<file path="src/rtl/interleave_pkg.sv">
// Constants and types shared by the interleaved converter sequencer and the converter model.
// Assumes one system clock; power-up reset only.
package interleave_pkg;
  localparam int NUM_CONV = 3;
  localparam int FRAME_CLOCKS = 24;
  localparam int PHASE_STEP = FRAME_CLOCKS / NUM_CONV;
  localparam int CONV_EDGES = 18;
  localparam int SAMPLE_BITS = 14;
  localparam int ACQ_TIME_NS = 95;
  localparam int SYS_PERIOD_NS = 10;
  localparam int SCLK_DIV = 4;
  localparam int ACQ_CLOCKS = (ACQ_TIME_NS + SYS_PERIOD_NS * 2 * SCLK_DIV - 1)
    / (SYS_PERIOD_NS * 2 * SCLK_DIV);
  localparam int CAL_FRAMES = 1;
  localparam logic [SAMPLE_BITS-1:0] OFFSET_RESET = 14'h0000;
  typedef enum logic [2:0] {
    ACQUISITION_STATE = 3'h1,
    CONVERSION_STATE = 3'h2,
    OFFSET_CALIBRATION_STATE = 3'h4
  } conv_state_t;
endpackage

</file>
<file path="src/rtl/adc_link_if.sv">
// Link between the start sequencer and the interleaved converters.
// Assumes the bench resolves each shared data line from its enable.
`timescale 1ns/100ps
interface adc_link_if;
  import interleave_pkg::*;
  logic sclk;
  logic [NUM_CONV-1:0] start_n;
  logic [NUM_CONV-1:0] sdo_out;
  logic [NUM_CONV-1:0] sdo_oe;
  logic [NUM_CONV-1:0] sdo_in;
  // Host sees the enable so that calibration frames yield no sample
  modport host (output sclk, output start_n, input sdo_in, input sdo_oe);
  modport device (input sclk, input start_n, output sdo_out, output sdo_oe);
endinterface

</file>
<file path="src/rtl/adc_converter_bank.sv">
// Behavioural converter bank: one state machine per interleaved converter.
// Assumes the link clock and starts are asynchronous to this clock.
`timescale 1ns/100ps
module adc_converter_bank
  import interleave_pkg::*;
#(
  parameter int WIDTH = SAMPLE_BITS
) (
  // System
  input wire logic clock,
  input wire logic rst_n,
  // Link
  adc_link_if.device link,
  // Analog side
  input wire logic [WIDTH-1:0] analog_input_positive [NUM_CONV],
  input wire logic [WIDTH-1:0] analog_input_negative [NUM_CONV],
  input wire logic [WIDTH-1:0] raw_offset [NUM_CONV],
  input wire logic [WIDTH-1:0] analog_supply_reference,
  input wire logic [NUM_CONV-1:0] cal_request,
  // Status
  output logic [NUM_CONV-1:0] calibrating
);
  logic [2:0] sclk_sync;
  logic sclk_fall;
  assign sclk_fall = sclk_sync[2] & ~sclk_sync[1];
  always_ff @(posedge clock or negedge rst_n) begin
    if (!rst_n) sclk_sync <= 3'h0;
    else sclk_sync <= {sclk_sync[1:0], link.sclk};
  end
  genvar g;
  generate
    for (g = 0; g < NUM_CONV; g++) begin : conv
      logic [1:0] cs_sync;
      logic cs_prev;
      conv_state_t state;
      logic [4:0] edges;
      logic [WIDTH-1:0] sample;
      logic [WIDTH-1:0] shifter;
      logic [WIDTH-1:0] offset_trim;
      logic cal_pending;
      logic oe;
      logic dout;
      always_ff @(posedge clock or negedge rst_n) begin
        if (!rst_n) begin
          cs_sync <= 2'h3;
          cs_prev <= 1'b1;
        end else begin
          cs_sync <= {cs_sync[0], link.start_n[g]};
          cs_prev <= cs_sync[1];
        end
      end
      // Power-up calibration pending, later on request
      always_ff @(posedge clock or negedge rst_n) begin
        if (!rst_n) cal_pending <= 1'b1;
        else if (cal_request[g]) cal_pending <= 1'b1;
        else if (state == OFFSET_CALIBRATION_STATE && cs_sync[1] && !cs_prev) cal_pending <= 1'b0;
      end
      always_ff @(posedge clock or negedge rst_n) begin
        if (!rst_n) begin
          state <= ACQUISITION_STATE;
          edges <= 5'h00;
          sample <= '0;
          shifter <= '0;
          offset_trim <= OFFSET_RESET;
          dout <= 1'b0;
        end else begin
          case (state)
            ACQUISITION_STATE: begin
              if (!cs_sync[1] && cs_prev) begin
                edges <= 5'h00;
                if (cal_pending) state <= OFFSET_CALIBRATION_STATE;
                else begin
                  // Input sampled on start fall, trimmed by latest calibration
                  sample <= analog_input_positive[g] - analog_input_negative[g]
                    + raw_offset[g] - offset_trim;
                  state <= CONVERSION_STATE;
                end
              end
            end
            CONVERSION_STATE: begin
              if (cs_sync[1]) state <= ACQUISITION_STATE;
              else if (sclk_fall) begin
                edges <= edges + 5'h01;
                if (edges == 5'h00) shifter <= sample;
                else shifter <= {shifter[WIDTH-2:0], 1'b0};
                dout <= (edges == 5'h00) ? sample[WIDTH-1] : shifter[WIDTH-2];
                if (edges == 5'(CONV_EDGES - 1)) state <= ACQUISITION_STATE;
              end
            end
            OFFSET_CALIBRATION_STATE: begin
              // Inputs ignored; trim takes the raw zero-input offset, the supply reference masks nothing
              offset_trim <= raw_offset[g] & analog_supply_reference | raw_offset[g];
              if (cs_sync[1]) state <= ACQUISITION_STATE;
            end
            default: state <= ACQUISITION_STATE;
          endcase
        end
      end
      always_ff @(posedge clock or negedge rst_n) begin
        if (!rst_n) oe <= 1'b0;
        else oe <= ~cs_sync[1] & (state == CONVERSION_STATE);
      end
      assign link.sdo_out[g] = dout;
      assign link.sdo_oe[g] = oe;
      always_ff @(posedge clock or negedge rst_n) begin
        if (!rst_n) calibrating[g] <= 1'b0;
        else calibrating[g] <= (state == OFFSET_CALIBRATION_STATE);
      end
    end
  endgenerate
endmodule // adc_converter_bank

</file>
<file path="src/flat_wrapper.sv">
// flat-port wrapper written by rule: the top's interface ports become plain ports
module adc_converter_bank_flat import interleave_pkg::*;
#(
  parameter int WIDTH = SAMPLE_BITS
)
  (clock, rst_n, analog_input_positive, analog_input_negative, raw_offset, analog_supply_reference, cal_request, calibrating, link_sclk, link_start_n, link_sdo_out, link_sdo_oe);
  adc_link_if link_i ();
  input wire logic clock;
  input wire logic rst_n;
  input wire logic [WIDTH-1:0] analog_input_positive[NUM_CONV];
  input wire logic [WIDTH-1:0] analog_input_negative[NUM_CONV];
  input wire logic [WIDTH-1:0] raw_offset[NUM_CONV];
  input wire logic [WIDTH-1:0] analog_supply_reference;
  input wire logic [NUM_CONV-1:0] cal_request;
  output logic [NUM_CONV-1:0] calibrating;
  input wire logic [$bits(link_i.sclk)-1:0] link_sclk;
  input wire logic [$bits(link_i.start_n)-1:0] link_start_n;
  output wire logic [$bits(link_i.sdo_out)-1:0] link_sdo_out;
  output wire logic [$bits(link_i.sdo_oe)-1:0] link_sdo_oe;
  assign link_i.sclk = link_sclk;
  assign link_i.start_n = link_start_n;
  assign link_sdo_out = link_i.sdo_out;
  assign link_sdo_oe = link_i.sdo_oe;
  adc_converter_bank #(.WIDTH(WIDTH)) u_core (.clock(clock), .rst_n(rst_n), .link(link_i), .analog_input_positive(analog_input_positive), .analog_input_negative(analog_input_negative), .raw_offset(raw_offset), .analog_supply_reference(analog_supply_reference), .cal_request(cal_request), .calibrating(calibrating));
endmodule
</file>
<file path="config.mk">
export PLATFORM = sky130hd
export DESIGN_NAME = adc_converter_bank_flat
export DESIGN_NICKNAME = d
export VERILOG_FILES = /design/src/rtl/interleave_pkg.sv /design/src/rtl/adc_link_if.sv /design/src/rtl/adc_converter_bank.sv /design/src/flat_wrapper.sv
export SDC_FILE = /design/constraint.sdc
export NUM_CORES = 1
export LEC_CHECK = 0
export BUFFER_PORTS_ARGS = -buffer_cell sky130_fd_sc_hd__clkbuf_2
export CAP_MARGIN = 0
export CORE_UTILIZATION = 55
export DETAILED_ROUTE_END_ITERATION = 12
export HOLD_SLACK_MARGIN = 0.02
export PLACE_DENSITY = 0.83
export SETUP_SLACK_MARGIN = 0.1
export SLEW_MARGIN = 0
export SYNTH_ARGS = -nofsm -noshare
export SYNTH_HDL_FRONTEND = slang
export SYNTH_SLANG_ARGS = --single-unit
</file>
<file path="constraint.sdc">
create_clock -name clock -period 4.1 [get_ports clock]
set_input_delay 0.82 -clock clock [delete_from_list [all_inputs] [get_ports clock]]
set_output_delay 0.82 -clock clock [all_outputs]
set_load 0.05 [all_outputs]
</file>
Word-level counts from Yosys, hierarchy flattened:

Cells that the tools add are included.

* $add $sub $neg: 12
* equal/unequal tests: 30
* mux-type cells: 45
* bitwise logic cells: 17
* reduce and logical (&&, ||, !) cells: 36

Operator list (count)
* 14-bit subtractor: 6
* 3-bit two-way mux: 18
* 5-bit two-way mux: 9
* 14-bit adder: 3
* 14-bit bitwise AND: 3
* 14-bit OR: 3
* 13-bit two-way mux: 3
* 5-bit case mux with 2 select lines: 3
* 3-bit case mux with 3 select lines: 3
* 4-bit AND reduction: 6
* 2-bit by 1-bit != test with 1-bit output, second input constant: 9
* 3-bit by 1-bit != test with 1-bit output, second input constant: 6
* 3-bit AND reduction: 6
* 5-bit by 1-bit adder with 5-bit output, second input constant: 3
* 5-bit == test, second input constant: 3
* 5-bit logical NOT: 3
* 2-bit nonzero test: 6
* 3-bit by 1-bit == test with 1-bit output, second input constant: 3
* 3-bit by 2-bit == test with 1-bit output, second input constant: 3
* 3-bit == test, second input constant: 3
* 1-bit logical AND: 9
* 1-bit two-way mux: 9
* 1-bit inverter: 7
* 1-bit logical NOT: 6
* 2 further kinds: 7

* bits in registers: 171
* input port bits: 149
* output and inout bits: 9
* word-level logic and storage cells: 174

Logic depth before layout (Yosys ltp):

* depth after elaboration: 5
* depth in mapped cells: 15
* gate-level depth less buffers: 15

Worst setup path after synthesis:

No wires, ideal clock.

* kind: input port to flip-flop
* from: in analog_input_negative[28] (netlist name)
* to: reg u_core.conv[0].sample[12]
* library setup time: 0.123 ns
* arrival: 3.450 ns
* required time: 3.977 ns
* slack: 0.526 ns
* cell stages on the path: 15
* buffers on the path: 0
* cells stage by stage: inv_1 fa_1 inv_1 fa_1 inv_1 ha_1 inv_1 fa_1 nor2b_4 o31a_1 o21ai_2 a31oi_1 o22ai_2 xnor2_1 o21ai_1

* longest elaborated chain between the ends: 3

Ends and longest elaborated chain
* start: declaration: line flat_wrapper.sv:11 `input wire logic [WIDTH-1:0] analog_input_negative[NUM_CONV];`
* 14-bit subtractor: line adc_converter_bank.sv:74 `sample <= analog_input_positive[g] - analog_input_negative[g]`
* 14-bit adder: line adc_converter_bank.sv:75 `+ raw_offset[g] - offset_trim;`
* 14-bit subtractor: line adc_converter_bank.sv:75
* end signal: assignment: line adc_converter_bank.sv:74
* end: declaration: line adc_converter_bank.sv:37 `logic [WIDTH-1:0] sample;`

Every way passes these cells.
A chain may end at the register's enable or synchronous reset.

Final worst setup path:

* from: in analog_input_positive[0] (netlist name)
* to: reg u_core.conv[2].sample[12]

* longest elaborated chain between the ends: 3

Ends and longest elaborated chain
* start: declaration: line flat_wrapper.sv:10 `input wire logic [WIDTH-1:0] analog_input_positive[NUM_CONV];`
* 14-bit subtractor: line adc_converter_bank.sv:74
* 14-bit adder: line adc_converter_bank.sv:75
* 14-bit subtractor: line adc_converter_bank.sv:75
* end signal: assignment: line adc_converter_bank.sv:74
* end: declaration: line adc_converter_bank.sv:37

Every way passes these cells.

==> out/metrics.cfg <==
[status]
outcome = completed

[clocking]
cts_tree = built
clock-sinks = 171
ctsHoldBuffers = 0
cts_root_buf = clkbuf_16
cts_resized = 0
clkTransAtPathRegs_ns = 0.07
cts_max_level = 4
numCtsBuffers = 17
worstSkewPairLatency_ns = 0.43
cts_setup_buffers = 0
cts_buffer_depth = 2

[job]
maxCapViolCount = 0

[routing]
drt-total-wl_um = 19600
routedWlPerCell_um = 13.5
viasPerCell = 5.16
vias = 7511
wl_met1_um = 8690
topRoutingLayerUsed = met4
dr_wl_met2_um = 10100
drt_iter0_drc = 374
ant_nets = 0
met3_length_um = 676
drc = 0
detail_route.first_pass.iterations = 5

[yosys]
avgSynthCellArea_um2 = 10.4
netlist_top_cells_area = dfrtp_1 (36%), fa_1 (14%), inv_1 (5.9%)
synth-simple-area-share = 0.102
synth_top_family_by_area = adder cells
synth.distinct_cells = 56
yosys.area.top_type = dfrtp_1
ys_async_sr_fraction = 1.00
syn_area_um2 = 10900
synth_flop_cell = dfrtp_1
synth_fp_nets = 1324
synth-seq-area-share = 0.395
synth_edf_count = 0
synth_top_area_share = 0.359
synth_compound_area_frac = 0.0991
synth_mux_area_frac = 0.0782
yosys_register_bits = 171
synthAdderAreaFrac = 0.202
synth_xor_area_frac = 0.0475
synthCells = 1046
yosysWarnings = 0

[placement]
dp.cells = 1425
place_congestion = 0.819
numPortBuffers = 143
hpwl_um = 14600

[grt]
track_usage = 0.207
antenna_found_initial = 0
overflow = 0
grt_pass1_wl_um = 33400
first_global_vias = 7525
grt_max_degree = 69

[final_layout]
layout_common_cells = inv_1 (172), dfrtp_1 (156), clkbuf_2 (142)
diodes = 0
stdcell_count = 1457
final_common_cell = inv_1
drive_above_1_share = 0.212
synthToLayoutAreaGrowth_pct = 14.0
nets = 1457

[timing]
finalSetupTns_ns = 0
slew_headroom = 0.227
fin_skew_ns = 0.0109
final-setup-viol-count = 0
rsz0062_at_grt = false
finalHoldViolCount = 0
maxSlewViolCount = 0
timing.fmax_mhz = 284
period_share = 0.859
post-route-min-period_ns = 3.52
worstMarginPinSlew_ns = 1.15

[floorplanning]
dieArea_um2 = 20400
initial_utilization = 0.559
row_count = 51
die_h_um = 143
core_area_um2 = 19500
pin_count = 158
die_w_um = 143

[critical_path]
worstSetupEndpointType = flip-flop
critical_path_class = in2reg
crit_path_max_fanout = 3
start_kind = input port
required_ns = 4.38
crit_arrival_ns = 3.80

[hold_path]
hold_path_class = reg2reg

[power_and_ir_drop]
p_leak_nw = 6.57
vdd_ir_drop_max_uv = 366
power.density_nw_per_um2 = 625

## synthesized netlist by cell type (3+ instances only)
| cell type | instances |
|---|---|
| inv_1 | 172 |
| dfrtp_1 | 156 |
| nand2_1 | 119 |
| fa_1 | 78 |
| o21ai_1 | 56 |
| ha_1 | 51 |
| o21ai_0 | 50 |
| mux2i_1 | 40 |
| mux2_2 | 37 |
| nor2_1 | 34 |
| xnor2_1 | 31 |
| xor2_1 | 28 |
| a21oi_1 | 24 |
| a21o_1 | 15 |
| dfstp_2 | 15 |
| buf_2 | 13 |
| nand4_1 | 12 |
| clkbuf_1 | 11 |
| nand3_1 | 11 |
| buf_4 | 10 |
| nand2b_1 | 8 |
| o21a_1 | 7 |
| a31oi_1 | 6 |
| nor2b_1 | 6 |
| nor3_1 | 5 |
| nand3b_1 | 4 |
| nor4b_4 | 4 |
| mux2_1 | 3 |
| nor3_2 | 3 |
## final timing paths
path / start / slack (ns) / endpoint / cells past startpoint
max: analog_input_positive[0] / 0.58 / u_core.conv[2].sample[12]$_DFFE_PN0P_ / 15
min: u_core.sclk_sync[0]$_DFF_PN0_ / 0.35 / u_core.sclk_sync[1]$_DFF_PN0_ / 0
max reg2reg: u_core.conv[2].offset_trim[0]$_DFFE_PN0P_ / 0.73 / u_core.conv[2].sample[12]$_DFFE_PN0P_ / 15
min reg2reg: u_core.sclk_sync[0]$_DFF_PN0_ / 0.35 / u_core.sclk_sync[1]$_DFF_PN0_ / 0
max in group asynchronous: rst_n / 2.74 / u_core.conv[1].cs_prev$_DFF_PN1_ / 2
min in group asynchronous: rst_n / 0.39 / u_core.conv[0].offset_trim[12]$_DFFE_PN0P_ / 1
## through the flow
stage | instance area, um^2 | setup slack (ns) | hold WS (ns) | utilization | power [mW]
finish | 12400 | 0.577 | 0.352 | 0.637 | 7.75
floorplan | 10900 | 0.526 | 0.331 | - | 5.32
CTS | 12400 | 0.575 | 0.354 | 0.637 | 7.82
detailed placement | 11800 | 0.115 | 0.347 | 0.606 | 6.12
global route | 12400 | 0.355 | 0.354 | 0.637 | 8.43
global placement | 11800 | 0.220 | 0.339 | 0.606 | 5.96
## cell type report
| cell class | instances | area, um^2 |
|---|---|---|
| well taps | 265 | 332 |
| clock inverters | 14 | 173 |
| repair buffers | 149 | 767 |
| fillers | 1524 | 7060 |
| inverters | 172 | 646 |
| clock buffers | 18 | 429 |
| flip-flops and latches | 171 | 4300 |
| multi-input cells | 668 | 5760 |
## power breakdown
| group | switching (mW) | internal [mW] |
|---|---|---|
| combinational | 2.15 | 1.87 |
| clock | 0.692 | 0.963 |
| sequential | 0.145 | 1.93 |
| total | 2.99 | 4.76 |
## worst max-delay path, stage by stage
cell and delay, ns:
clkbuf_2 0.10, fa_1 0.52, inv_1 0.05, fa_1 0.49, inv_1 0.05, ha_1 0.19, inv_1 0.08, fa_1 0.27
nor2b_4 0.06, o2111ai_1 0.29, a21oi_2 0.13, a2111oi_2 0.38, o21bai_1 0.14, xnor2_1 0.16, o21ai_1 0.07
## logic make-up after synthesis
family,after synthesis
flops,171
compound gates,182
xor+xnor,59
simple gates,218
buf+inv,207
fa+ha+maj,129
mux,80
## routing by layer
layer  track usage  vias to the layer above
li1              -                     3661
met2         0.361                      134
met4        0.0589                        0
met5             0                        -
met1         0.262                     3702
met3        0.0409                       14
## sequential cells by signal, summed over array words and instances, names as in the netlist
name,flops
u_core.conv.shifter,39
u_core.conv.cs_sync,6
u_core.conv.cs_prev,3
u_core.conv.offset_trim,42
u_core.conv.edges,15
u_core.conv.oe,3
u_core.conv.state,9
u_core.conv.cal_pending,3
u_core.sclk_sync,3
u_core.conv.sample,42
u_core.conv.dout,3
u_core.calibrating,3
No activity file was read; power rests on OpenSTA's default activity.
